`src/rtl/hss_pkg.sv`:
```
// Shared constants, codes and helpers for the hot-standby switchover pair
package hss_pkg;
  localparam int unsigned CLK_PERIOD_NS = 4;
  localparam logic [6:0]  ADDR_WRAP     = 7'h7d;
  localparam logic [6:0]  HSL_MAX       = 7'h7d;
  localparam logic [6:0]  ADDR_BCAST    = 7'h7f;
  localparam logic [6:0]  RST_ADDR      = 7'h00;
  localparam logic [15:0] FI_OK         = 16'h0000;
  localparam logic [15:0] FI_PARAM      = 16'h0006;
  localparam logic [15:0] AFI_SBY_ADDR  = 16'h0013;
  localparam logic [15:0] AFI_MODE      = 16'h0005;
  localparam logic [15:0] FI_REFUSED    = 16'h00fd;
  localparam int unsigned SF_CLASS2_ONLY = 5;
  // Mailbox request codes
  localparam logic [3:0] MBX_INIT        = 4'h1;
  localparam logic [3:0] MBX_SET_SLV     = 4'h2;
  localparam logic [3:0] MBX_GET_MDIAG   = 4'h3;
  localparam logic [3:0] MBX_GET_SDIAG   = 4'h4;
  localparam logic [3:0] MBX_PROF_PARAM  = 4'h5;
  // Telegram kinds towards the bus engine
  localparam logic [1:0] TEL_GLOBAL_CTRL = 2'h0;
  localparam logic [1:0] TEL_SLAVE_DIAG  = 2'h1;
  localparam logic [1:0] TEL_DATA_EXCH   = 2'h2;
  // Timing
  localparam int unsigned MAC_RESET_NS  = 64;
  localparam int unsigned MAC_RESET_CYC = (MAC_RESET_NS + CLK_PERIOD_NS - 1) / CLK_PERIOD_NS;
  localparam int unsigned BLINK_HALF_MS  = 250;
  localparam int unsigned BLINK_HALF_CYC = BLINK_HALF_MS * 1000000 / CLK_PERIOD_NS;
  // Host register map
  localparam logic [7:0] REG_CTRL     = 8'h00;
  localparam logic [7:0] REG_CFG      = 8'h04;
  localparam logic [7:0] REG_MBX      = 8'h08;
  localparam logic [7:0] REG_MBX_RES  = 8'h0c;
  localparam logic [7:0] REG_STATUS   = 8'h10;
  localparam logic [7:0] REG_IRQ_STAT = 8'h14;
  localparam logic [7:0] REG_IRQ_MASK = 8'h18;
  localparam int unsigned IRQ_LINK_LOST = 0;
  localparam int unsigned IRQ_FRESH     = 1;
  localparam int unsigned IRQ_MBX_DONE  = 2;
  localparam int unsigned IRQ_W         = 3;

  function automatic logic [6:0] standby_addr(input logic [6:0] stn);
    standby_addr = (stn == 7'h00) ? ADDR_WRAP : 7'(stn - 7'h01);
  endfunction : standby_addr
endpackage : hss_pkg

```
`src/rtl/hss_if.sv`:
```
// Link between the standby master and its host application
`timescale 1ns/1ps
interface hss_if;
  logic        takeover;
  logic        fresh_ack;
  logic        mbx_req;
  logic [3:0]  mbx_code;
  logic [7:0]  mbx_special;
  logic [6:0]  this_station_address;
  logic [6:0]  highest_station_limit;
  logic        link_ok;
  logic        fresh_output_flag;
  logic        role_active;
  logic        mbx_ack;
  logic [15:0] mbx_fault;
  logic [15:0] mbx_add_fault;

  modport dev (input takeover, fresh_ack, mbx_req, mbx_code, mbx_special, this_station_address,
               highest_station_limit,
               output link_ok, fresh_output_flag, role_active, mbx_ack, mbx_fault, mbx_add_fault);
  modport host (output takeover, fresh_ack, mbx_req, mbx_code, mbx_special, this_station_address,
                highest_station_limit,
                input link_ok, fresh_output_flag, role_active, mbx_ack, mbx_fault, mbx_add_fault);
endinterface : hss_if

```
`src/rtl/hss_blink.sv`:
```
// Slow flasher driven by a divider enable pulse
`timescale 1ns/1ps
module hss_blink #(
  parameter int unsigned P_HALF_CYC = 16
) (
  input  logic i_clk_sys,
  input  logic i_sys_rst,
  input  logic i_en,
  output logic o_blink
);
  logic [31:0] cnt_r;
  logic        tick_r;

  always_ff @(posedge i_clk_sys) begin
    if (i_sys_rst || !i_en) begin
      cnt_r  <= 32'h0;
      tick_r <= 1'b0;
    end else if (cnt_r >= 32'(P_HALF_CYC - 1)) begin
      cnt_r  <= 32'h0;
      tick_r <= 1'b1;
    end else begin
      cnt_r  <= cnt_r + 32'h1;
      tick_r <= 1'b0;
    end
  end

  always_ff @(posedge i_clk_sys) begin
    if (i_sys_rst || !i_en) begin
      o_blink <= 1'b0;
    end else if (tick_r) begin
      o_blink <= ~o_blink;
    end
  end
endmodule : hss_blink

```
`src/rtl/hss_standby_master.sv`:
```
// Redundant fieldbus master end: roles, switchover sequence, mailbox checks, indicators
//
// The strobed register port and the register addresses are this design's own decisions.
`timescale 1ns/1ps
// Operation
// RULE_01: Clear link bit when counterpart fails
// RULE_02: Host alone decides to start switchover
// RULE_03: Switchover resets MAC, restarts with station address
// RULE_04: First telegram after reinit is GlobalCtrl
// RULE_05: Then SlaveDiag to every slave
// RULE_06: Then DataExchange to all slaves
// RULE_07: Set fresh flag when new data present
// RULE_08: Host reads output area only after flag
// RULE_09: Configurer doubles target token rotation time
// RULE_10: Configurer extends slave watchdog for switchover
// RULE_11: Address above station limit stays out of ring
// RULE_12: Standby uses station address minus one
// RULE_13: Station address zero wraps to 125
// RULE_14: Active master switches to station address itself
// RULE_15: Wrapped 125 with limit below: reject init
// RULE_16: Standby flashes master indicator red
// RULE_17: Comm indicator same in every role
// RULE_18: Standby refuses four mailbox requests with 0x00fd
// RULE_19: Class-2-only mode never allowed when redundant
module hss_standby_master
  import hss_pkg::*;
#(
  parameter int unsigned P_BLINK_CYC = BLINK_HALF_CYC
) (
  input  logic       i_clk_sys,
  input  logic       i_sys_rst,
  hss_if.dev         hif,
  input  logic       i_peer_alive,
  input  logic       i_data_fresh,
  input  logic [6:0] i_num_slaves,
  input  logic       i_tel_ready,
  output logic       o_tel_valid,
  output logic [1:0] o_tel_kind,
  output logic [6:0] o_tel_dest,
  output logic       o_mac_reset,
  output logic [6:0] o_bus_addr,
  output logic       o_in_ring,
  output logic       o_led_red,
  output logic       o_led_green,
  output logic       o_led_com
);
  typedef enum logic [2:0] {
    ST_STANDBY,
    ST_MAC_RESET,
    ST_GCTRL,
    ST_DIAG,
    ST_DX
  } hss_state_t;

  hss_state_t  state_r;
  logic [7:0]  rst_cnt_r;
  logic [6:0]  idx_r;
  logic        active_r;
  logic        init_done_r;
  logic        round_done_r;
  logic [6:0]  stn_r;
  logic [6:0]  hsl_r;
  logic        link_r;
  logic        fresh_r;
  logic        ack_r;
  logic [15:0] fault_r;
  logic [15:0] add_fault_r;
  logic [15:0] fault_nxt;
  logic [15:0] add_fault_nxt;
  logic        init_ok_nxt;
  logic        blink;
  logic        tel_take;
  logic        last_slave;

  assign tel_take   = o_tel_valid && i_tel_ready;
  assign last_slave = (idx_r >= 7'(i_num_slaves - 7'h01));

  // Counterpart supervision; the link bit is the host's only failure view
  always_ff @(posedge i_clk_sys) begin
    if (i_sys_rst) begin
      link_r <= 1'b0;
    end else begin
      link_r <= i_peer_alive; // RULE_01
    end
  end

  // Switchover sequence and telegram issue
  always_ff @(posedge i_clk_sys) begin
    if (i_sys_rst) begin
      state_r      <= ST_STANDBY;
      rst_cnt_r    <= 8'h0;
      idx_r        <= 7'h0;
      active_r     <= 1'b0;
      round_done_r <= 1'b0;
      o_tel_valid  <= 1'b0;
      o_tel_kind   <= TEL_GLOBAL_CTRL;
      o_tel_dest   <= RST_ADDR;
      o_mac_reset  <= 1'b0;
    end else begin
      case (state_r)
        ST_STANDBY: begin
          // No takeover without the host's command
          if (hif.takeover && init_done_r) begin // RULE_02
            state_r     <= ST_MAC_RESET;
            active_r    <= 1'b1; // RULE_14
            o_mac_reset <= 1'b1; // RULE_03
            rst_cnt_r   <= 8'(MAC_RESET_CYC - 1);
          end
        end
        ST_MAC_RESET: begin
          if (rst_cnt_r == 8'h0) begin
            o_mac_reset <= 1'b0;
            state_r     <= ST_GCTRL;
            o_tel_valid <= 1'b1;
            o_tel_kind  <= TEL_GLOBAL_CTRL; // RULE_04
            o_tel_dest  <= ADDR_BCAST;
          end else begin
            rst_cnt_r <= rst_cnt_r - 8'h1;
          end
        end
        ST_GCTRL: begin
          if (tel_take) begin
            idx_r      <= 7'h0;
            o_tel_dest <= 7'h0;
            if (i_num_slaves == 7'h0) begin
              o_tel_valid <= 1'b0;
              state_r     <= ST_DX;
            end else begin
              o_tel_kind <= TEL_SLAVE_DIAG; // RULE_05
              state_r    <= ST_DIAG;
            end
          end
        end
        ST_DIAG: begin
          if (tel_take) begin
            if (last_slave) begin
              idx_r      <= 7'h0;
              o_tel_dest <= 7'h0;
              o_tel_kind <= TEL_DATA_EXCH; // RULE_06
              state_r    <= ST_DX;
            end else begin
              idx_r      <= idx_r + 7'h1;
              o_tel_dest <= idx_r + 7'h1; // RULE_05
            end
          end
        end
        ST_DX: begin
          // Cyclic exchange continues as long as slaves are configured
          o_tel_valid <= (i_num_slaves != 7'h0);
          o_tel_kind  <= TEL_DATA_EXCH; // RULE_06
          if (tel_take) begin
            if (last_slave) begin
              idx_r        <= 7'h0;
              o_tel_dest   <= 7'h0;
              round_done_r <= 1'b1;
            end else begin
              idx_r      <= idx_r + 7'h1;
              o_tel_dest <= idx_r + 7'h1;
            end
          end
        end
        default: begin
          state_r     <= ST_STANDBY;
          o_tel_valid <= 1'b0;
          o_mac_reset <= 1'b0;
        end
      endcase
    end
  end

  // Fresh output flag; a new set beats the host's acknowledge
  always_ff @(posedge i_clk_sys) begin
    if (i_sys_rst) begin
      fresh_r <= 1'b0;
    end else if (active_r && round_done_r && i_data_fresh) begin
      fresh_r <= 1'b1; // RULE_07
    end else if (hif.fresh_ack) begin
      fresh_r <= 1'b0;
    end
  end

  // Mailbox verdict
  always_comb begin
    fault_nxt     = FI_OK;
    add_fault_nxt = FI_OK;
    init_ok_nxt   = 1'b0;
    case (hif.mbx_code)
      MBX_INIT: begin
        if (hif.mbx_special[SF_CLASS2_ONLY]) begin // RULE_19
          fault_nxt     = FI_PARAM;
          add_fault_nxt = AFI_MODE;
        end else if (standby_addr(hif.this_station_address) == ADDR_WRAP && // RULE_13
                     hif.highest_station_limit < HSL_MAX) begin // RULE_15
          fault_nxt     = FI_PARAM;
          add_fault_nxt = AFI_SBY_ADDR;
        end else begin
          init_ok_nxt = 1'b1;
        end
      end
      MBX_SET_SLV,
      MBX_GET_MDIAG,
      MBX_GET_SDIAG,
      MBX_PROF_PARAM: begin
        if (!active_r) begin
          fault_nxt = FI_REFUSED; // RULE_18
        end
      end
      default: begin
        fault_nxt = FI_OK;
      end
    endcase
  end

  // Answer one cycle after the request; configuration held from a good init
  always_ff @(posedge i_clk_sys) begin
    if (i_sys_rst) begin
      ack_r       <= 1'b0;
      fault_r     <= FI_OK;
      add_fault_r <= FI_OK;
      init_done_r <= 1'b0;
      stn_r       <= RST_ADDR;
      hsl_r       <= RST_ADDR;
    end else begin
      ack_r <= hif.mbx_req;
      if (hif.mbx_req) begin
        fault_r     <= fault_nxt;
        add_fault_r <= add_fault_nxt;
        // Station address is frozen once active, so the role address stays stable
        if (init_ok_nxt && !active_r) begin
          init_done_r <= 1'b1;
          stn_r       <= hif.this_station_address;
          hsl_r       <= hif.highest_station_limit;
        end
      end
    end
  end

  // Bus address and ring admission
  always_ff @(posedge i_clk_sys) begin
    if (i_sys_rst) begin
      o_bus_addr <= RST_ADDR;
      o_in_ring  <= 1'b0;
    end else begin
      o_bus_addr <= active_r ? stn_r : standby_addr(stn_r); // RULE_12
      o_in_ring  <= init_done_r && !o_mac_reset && (o_bus_addr <= hsl_r); // RULE_11
    end
  end

  hss_blink #(
    .P_HALF_CYC (P_BLINK_CYC)
  ) u_blink (
    .i_clk_sys (i_clk_sys),
    .i_sys_rst (i_sys_rst),
    .i_en      (init_done_r && !active_r),
    .o_blink   (blink)
  );

  // Indicators
  always_ff @(posedge i_clk_sys) begin
    if (i_sys_rst) begin
      o_led_red   <= 1'b0;
      o_led_green <= 1'b0;
      o_led_com   <= 1'b0;
    end else begin
      o_led_red   <= blink; // RULE_16
      o_led_green <= active_r;
      o_led_com   <= o_in_ring; // RULE_17
    end
  end

  assign hif.link_ok           = link_r;
  assign hif.fresh_output_flag = fresh_r;
  assign hif.role_active       = active_r;
  assign hif.mbx_ack           = ack_r;
  assign hif.mbx_fault         = fault_r;
  assign hif.mbx_add_fault     = add_fault_r;
endmodule : hss_standby_master

```
`src/flat_wrapper.sv`:
```
// flat-port wrapper written by rule: the top's interface ports become plain ports
module hss_standby_master_flat import hss_pkg::*;
#(
  parameter int unsigned P_BLINK_CYC = BLINK_HALF_CYC
)
  (i_clk_sys, i_sys_rst, i_peer_alive, i_data_fresh, i_num_slaves, i_tel_ready, o_tel_valid, o_tel_kind, o_tel_dest, o_mac_reset, o_bus_addr, o_in_ring, o_led_red, o_led_green, o_led_com, hif_takeover, hif_fresh_ack, hif_mbx_req, hif_mbx_code, hif_mbx_special, hif_this_station_address, hif_highest_station_limit, hif_link_ok, hif_fresh_output_flag, hif_role_active, hif_mbx_ack, hif_mbx_fault, hif_mbx_add_fault);
  hss_if hif_i ();
  input  logic i_clk_sys;
  input  logic i_sys_rst;
  input  logic i_peer_alive;
  input  logic i_data_fresh;
  input  logic [6:0] i_num_slaves;
  input  logic i_tel_ready;
  output logic o_tel_valid;
  output logic [1:0] o_tel_kind;
  output logic [6:0] o_tel_dest;
  output logic o_mac_reset;
  output logic [6:0] o_bus_addr;
  output logic o_in_ring;
  output logic o_led_red;
  output logic o_led_green;
  output logic o_led_com;
  input wire logic [$bits(hif_i.takeover)-1:0] hif_takeover;
  input wire logic [$bits(hif_i.fresh_ack)-1:0] hif_fresh_ack;
  input wire logic [$bits(hif_i.mbx_req)-1:0] hif_mbx_req;
  input wire logic [$bits(hif_i.mbx_code)-1:0] hif_mbx_code;
  input wire logic [$bits(hif_i.mbx_special)-1:0] hif_mbx_special;
  input wire logic [$bits(hif_i.this_station_address)-1:0] hif_this_station_address;
  input wire logic [$bits(hif_i.highest_station_limit)-1:0] hif_highest_station_limit;
  output wire logic [$bits(hif_i.link_ok)-1:0] hif_link_ok;
  output wire logic [$bits(hif_i.fresh_output_flag)-1:0] hif_fresh_output_flag;
  output wire logic [$bits(hif_i.role_active)-1:0] hif_role_active;
  output wire logic [$bits(hif_i.mbx_ack)-1:0] hif_mbx_ack;
  output wire logic [$bits(hif_i.mbx_fault)-1:0] hif_mbx_fault;
  output wire logic [$bits(hif_i.mbx_add_fault)-1:0] hif_mbx_add_fault;
  assign hif_i.takeover = hif_takeover;
  assign hif_i.fresh_ack = hif_fresh_ack;
  assign hif_i.mbx_req = hif_mbx_req;
  assign hif_i.mbx_code = hif_mbx_code;
  assign hif_i.mbx_special = hif_mbx_special;
  assign hif_i.this_station_address = hif_this_station_address;
  assign hif_i.highest_station_limit = hif_highest_station_limit;
  assign hif_link_ok = hif_i.link_ok;
  assign hif_fresh_output_flag = hif_i.fresh_output_flag;
  assign hif_role_active = hif_i.role_active;
  assign hif_mbx_ack = hif_i.mbx_ack;
  assign hif_mbx_fault = hif_i.mbx_fault;
  assign hif_mbx_add_fault = hif_i.mbx_add_fault;
  hss_standby_master #(.P_BLINK_CYC(P_BLINK_CYC)) u_core (.i_clk_sys(i_clk_sys), .i_sys_rst(i_sys_rst), .hif(hif_i), .i_peer_alive(i_peer_alive), .i_data_fresh(i_data_fresh), .i_num_slaves(i_num_slaves), .i_tel_ready(i_tel_ready), .o_tel_valid(o_tel_valid), .o_tel_kind(o_tel_kind), .o_tel_dest(o_tel_dest), .o_mac_reset(o_mac_reset), .o_bus_addr(o_bus_addr), .o_in_ring(o_in_ring), .o_led_red(o_led_red), .o_led_green(o_led_green), .o_led_com(o_led_com));
endmodule
```
`config.mk`:
```
export PLATFORM = sky130hd
export DESIGN_NAME = hss_standby_master_flat
export DESIGN_NICKNAME = d
export VERILOG_FILES = /design/src/rtl/hss_pkg.sv /design/src/rtl/hss_if.sv /design/src/rtl/hss_blink.sv /design/src/rtl/hss_standby_master.sv /design/src/flat_wrapper.sv
export SDC_FILE = /design/constraint.sdc
export NUM_CORES = 1
export LEC_CHECK = 0
export ABC_AREA = 1
export BUFFER_PORTS_ARGS = -buffer_cell sky130_fd_sc_hd__buf_2
export CORE_MARGIN = 10
export CORE_UTILIZATION = 45
export CTS_CLUSTER_DIAMETER = 30
export CTS_CLUSTER_SIZE = 25
export DETAILED_ROUTE_END_ITERATION = 12
export PLACE_DENSITY = 0.76
export SETUP_SLACK_MARGIN = 0.02
export SLEW_MARGIN = 5
export SYNTH_ARGS = -nofsm -noshare
export SYNTH_HDL_FRONTEND = slang
export SYNTH_HIERARCHICAL = 1
export SYNTH_SLANG_ARGS = --single-unit
```
`constraint.sdc`:
```
create_clock -name i_clk_sys -period 2.05 [get_ports i_clk_sys]
set_input_delay 0.205 -clock i_clk_sys [delete_from_list [all_inputs] [get_ports i_clk_sys]]
set_output_delay 0.205 -clock i_clk_sys [all_outputs]
set_load 0.03 [all_outputs]
```
After elaboration in Yosys (flattened, before gate mapping)
Index checks and enable logic that the tools add are counted.
- logic and storage cells: 142
- bits of input ports: 41
- bits in registers: 126
- output and inout port bits: 58
- equal/unequal tests: 19
- magnitude comparators: 4
- add/sub/neg operators: 6
- bitwise logic cells: 4
- reductions and logical operators: 39
- multiplexer cells: 45
- operators by type and width (cell ; number):
    $mux W7 ; 7
    $mux W16 ; 3
    $add A32 B1 Y32 const B ; 1
    $ge A32 B26 Y1 const B ; 1
    $pmux W16 S2 ; 1
    $mux W8 ; 3
    $logic_not A7 Y1 ; 3
    $mux W3 ; 7
    $pmux W7 S3 ; 1
    $sub A7 B1 Y7 const B ; 3
    $pmux W8 S2 ; 1
    $pmux W3 S5 ; 1
    $ne A2 B1 Y1 const B ; 7
    $pmux W7 S2 ; 1
    $reduce_and A3 Y1 ; 4
    $reduce_and A6 Y1 ; 2
    $mux W1 ; 11
    $mux W2 ; 5
    $logic_and A1 B1 Y1 ; 9
    $eq A4 B2 Y1 const B ; 2
    $eq A4 B3 Y1 const B ; 2
    $logic_not A8 Y1 ; 1
    $pmux W2 S4 ; 1
    $reduce_and A4 Y1 ; 2
    other kinds (26) ; 38

Longest topological paths before layout
- depth after elaboration: 9
- depth in mapped cells: 15
- gate-level depth less buffers: 15

Modules after synthesis
The synthesis kept the hierarchy.
- modules (own cells, without submodules) (module ; area an instance (um^2) ; instances ; seq. area each (um^2) ; cells each):
    hss_standby_master ; 3672.3 ; 1 ; 1321.3 ; 511
    hss_blink ; 1697.9 ; 1 ; 680.7 ; 242

Worst setup path after synthesis
OpenSTA, ideal clock, no wires.
- path type: input -> register
- from: input port i_num_slaves[0]
- to: register u_core.o_tel_kind[0]
- path slack: 0.105 ns
- path buffers: 0
- library setup time: 0.115 ns
- arrival time: 1.829 ns
- data required time: 1.935 ns
- stages on the path: 13
- path through: inv_1 -> ha_1 -> nor3b_1 -> xnor2_1 -> ha_1 -> nand2_1 -> nand2_1 -> a21oi_1 -> nand3_1 -> nand2_1 -> nand2_1 -> a21oi_1 -> nor2_1
- word-level cells in the longest chain between the ends: 4
- elaborated cells between the ends (all ways): 6
- classes of those cells: add/sub (1); order compare (1); eq/ne (2); reduce/logical (2)
- ends and longest elaborated chain (what ; line ; text):
    start: declaration ; flat_wrapper.sv:12 ; input logic [6:0] i_num_slaves;
    $sub A7 B1 Y7 ; hss_standby_master.sv:76 ; assign last_slave = (idx_r >= 7'(i_num_slaves - 7'h01));
    $ge A7 B7 Y1 ; hss_standby_master.sv:76 ;
    $ne A2 B1 Y1 (no source line) ; -- ;
    $reduce_and A6 Y1 (no source line) * ; -- ;
    end signal: assignment ; hss_standby_master.sv:96 ; o_tel_kind <= TEL_GLOBAL_CTRL;
    end signal: assignment ; hss_standby_master.sv:115 ; o_tel_kind <= TEL_GLOBAL_CTRL;
    end signal: assignment ; hss_standby_master.sv:129 ; o_tel_kind <= TEL_SLAVE_DIAG;
    end: declaration ; hss_standby_master.sv:38 ; output logic [1:0] o_tel_kind,
Every way passes the cells marked *; elsewhere a longest branch is shown, timed or not.
A chain may end at the register's enable or synchronous reset.

Final worst setup path
- from: input port i_num_slaves[0]
- to: register u_core.idx_r[0]
- word-level cells in the longest chain between the ends: 5
- ends and longest elaborated chain (what ; line ; text):
    $sub A7 B1 Y7 ; hss_standby_master.sv:76 ;
    $ge A7 B7 Y1 ; hss_standby_master.sv:76 ;
    $mux W7 ; hss_standby_master.sv:136, hss_standby_master.sv:152 ;
    $mux W7 ; hss_standby_master.sv:151 ; if (tel_take) begin
    $pmux W7 S2 ; hss_standby_master.sv:100 ; case (state_r)
    end signal: assignment ; hss_standby_master.sv:142 ; idx_r <= idx_r + 7'h1;
    end signal: assignment ; hss_standby_master.sv:157 ; idx_r <= idx_r + 7'h1;
    end: declaration ; hss_standby_master.sv:57 ; logic [6:0] idx_r;
No other way between the ends. The select of a mux whose other input is x is not followed.

==> results.toml <==
[status]
status = "completed"

[synth]
synth.most_common_cell = "nand2_1"
postSynth.asyncResetShare_pct = 0
commonest_cells_in_the_netlist = "nand2_1 (160), nor2_1 (128), dfxtp_1 (100)"
synth_sequential_area_ratio_pct = 37.3
yosys_warnings = 6
synthDominantCellAreaShare_pct = 37.3
netlist_top_cells_area = "dfxtp_1 (37%), nand2_1 (11%), nor2_1 (8.9%)"
netlist-cell-type-count = 40
ys.flop_type = "dfxtp_1"
synth_enable_flop_cells = 0
synthesized_netlist_cell_count = 753
synthesis.area_per_instance_um2 = 7.13
synthDominantAreaCellType = "dfxtp_1"
mappedNetlistArea_um2 = 5370
postSynthRegisterBits = 100

[clocking]
cts_setup_buffers = 0
cts.repair.resized = 0
clockRootBuffer = "clkbuf_16"
clkTransAtPathRegs_ns = 0.07
worstSkewPairLatency_ns = 0.34
numCtsBuffers = 9
cts-htree-levels = 3
clock_sinks = 100
holdBufCountCts = 0
maximum_buffer_depth_of_the_clock_tree = 2
tritoncts = "yes"

[finish]
filler_instances = 1118
area_growth_pct = 14.4
stdcell_count = 979
diodes = 0
nNetsFinal = 893
layout-drive-gt1-share_pct = 16.3

[die]
fp-row-count = 39
num_io_pins = 99
die_w_um = 129
core_um2 = 11600
start_util_pct = 46.4
die_height_um = 129
design.die.area_um2 = 16700

[drt]
route.final.wire_length_mm = 11.3
drt-wirelength-per-cell_um = 11.5
drt_first_pass_iters = 4
dr_total_vias = 4652
vias_per_cell = 4.75
ant_nets = 0
detail_route.iter0.violations = 248
drt_drc_violations_left = 0

[setup_path]
cell_with_the_biggest_individual_delay_on_the_critical_path = "ha_1"
worst_path_dominant_cell_family = "simple AND/OR/NAND/NOR gates"
crit_buf_inv = 4
critPathLaunchType = "input pin"
worst_setup_path_startpoint = "i_num_slaves[0]"
path_max_fanout = 5
regToRegStartpoint = "u_core/idx_r[4]"
worstPathCellList = "buf_2 > inv_1 > ha_2 > nand3_1 > xor2_1 > ha_1 > nand2_1 > inv_1 > a21oi_1 > nand4_1 > inv_2 > nand2_1 > a21oi_1"
critical_path.max_stage_delay_ns = 0.29
worst_ep_arrival_time_ns = 2.11
cp_data_required_time_ns = 2.32
worstSetupEndpointType = "flop"
timing_worst_setup_path_type = "in2reg"

[place]
finalWeightedCongestion = 0.865
place_inst = 963
port_buffers = 71
place_hpwl_mm = 8.62

[job]
drv_cap = 0

[global_routing]
globalRouteOverflowTotal = 0
first_pass_grt_wire_length_mm = 18.9
grt_util_all_layers_pct = 13.3
maximum_number_of_pins_on_one_net_before_global_route_repair = 28
antenna_found_initial = 0
grt_pass1_vias = 4383

[sta]
final_min_period_over_clock_period_pct = 89.7
setup_viol = 0
grt_setup_unrepaired = "yes"
hold_violations = 0
worst_clock_skew_ns = 0.00864
achievable-frequency_ghz = 0.544
layout_min_cycle_time_ns = 1.84
slew_viol_final = 0

[power_and_ir_drop]
pwr_density_cell_nw_per_um2 = 932
totalPowerFinal_mw = 5.73
leakage_nw = 2.71
worst_ir_drop_vdd_uv = 430

[hold_path]
holdCritPathClass = "in2reg"
worst_hold_startpoint = "i_peer_alive"
through the flow:
| stage | setup TNS [ns] | hold slack (ns) | setup WS [ns] | area (µm²) | util [%] |
|---|---|---|---|---|---|
| finish | 0 | 0.0709 | 0.210 | 6150 | 53.1 |
| global route | 0 | 0.0777 | 0.00507 | 6150 | 53.1 |
| CTS | 0 | 0.0560 | 0.177 | 6130 | 53.0 |
| detailed placement | -2.35 | 0.407 | -0.171 | 5800 | 50.1 |
| global placement | -1.60 | 0.407 | -0.133 | 5800 | 50.1 |
| floorplan | 0 | 0.282 | 0.105 | 5460 | - |
state kept, by name, indices dropped and copies added (netlist names), 2 cells and up:
register                  cells
u_core/o_tel_kind             2
u_core/o_bus_addr             7
u_core/idx_r                  7
u_core/hif.mbx_fault          3
u_core/stn_r                  7
u_core/hif.mbx_add_fault      3
u_core/u_blink/cnt_r         32
u_core/state_r                3
u_core/o_tel_dest             7
u_core/rst_cnt_r              8
u_core/hsl_r                  7
final cells by class:
| type | count | area, µm² | share of cell area, % |
|---|---|---|---|
| Inverter | 91 | 342 | 5.56 |
| Multi-Input combinational cell | 549 | 2870 | 46.7 |
| Tap cell | 143 | 179 | 2.91 |
| Clock inverter | 7 | 108 | 1.75 |
| Timing Repair Buffer | 80 | 423 | 6.88 |
| Clock buffer | 9 | 225 | 3.66 |
| Sequential cell | 100 | 2000 | 32.6 |
worst register-to-register path, stage by stage (launching register included):
cell and delay, ns:
dfxtp_1 0.43, ha_1 0.29, nand2_1 0.08, nand2_1 0.04, a21oi_1 0.16, nand4_1 0.26, inv_2 0.15, nand2_1 0.08
a21oi_1 0.12
worst paths after layout:
path	to	slack (ns)	cells after the start
max	u_core/idx_r[0]	0.21	13
min	u_core/hif.link_ok	0.07	3
max reg2reg	u_core/idx_r[0]	0.37	8
min reg2reg	u_core/o_led_com	0.42	2
placed cells by master, fill, tap and decap left out, types with 2 or more instances in the layout:
master | netlist | final
clkbuf_16 | 0 | 9
nand3_1 | 43 | 43
dfxtp_1 | 100 | 100
nor3_1 | 4 | 3
inv_8 | 0 | 2
inv_1 | 86 | 85
bufinv_16 | 0 | 2
buf_4 | 27 | 9
nor4_1 | 2 | 2
o21a_1 | 2 | 2
o21ai_0 | 23 | 23
nor2_2 | 6 | 6
buf_2 | 1 | 71
nor2_1 | 128 | 128
nand2_1 | 160 | 159
nand3_2 | 4 | 4
o21ai_1 | 2 | 2
nand4_1 | 12 | 12
nand2_2 | 6 | 7
nand2_4 | 2 | 2
conb_1 | 2 | 26
nand3_4 | 2 | 2
ha_1 | 21 | 20
a31oi_1 | 3 | 3
xor2_1 | 19 | 19
nor2_4 | 7 | 7
xnor2_1 | 15 | 15
a21oi_1 | 48 | 48
inv_2 | 4 | 5
nand3b_1 | 5 | 5
power breakdown:
| part | total [mW] | switching [mW] | leakage [nW] | internal, mW |
|---|---|---|---|---|
| Sequential | 2.24 | 0.132 | 0.814 | 2.11 |
| Combinational | 1.62 | 1.06 | 1.73 | 0.559 |
| Clock | 1.86 | 0.768 | 0.160 | 1.09 |
| Total | 5.73 | 1.96 | 2.71 | 3.76 |
layer usage:
metal	routed length, µm	vias to the layer above	GRT usage (%)	share of wire [%]
met2	5570	62	23.4	49
met4	110	0	4.55	0.98
li1	-	2497	-	-
met3	388	12	2.94	3.4
met1	5190	2081	15.7	46
met5	0	-	0	0
logic make-up after synthesis:
logic type,Yosys count,synth area share (%)
AND/OR/NAND/NOR,385,32.5
other,2,0.140
flip-flops,100,37.3
buffers and inverters,128,11.3
AO/OA/AOI/OAI,83,8.39
XOR/XNOR,34,5.55
adder cells (fa/ha/maj),21,4.89
Power figures use the tool's default switching activity.
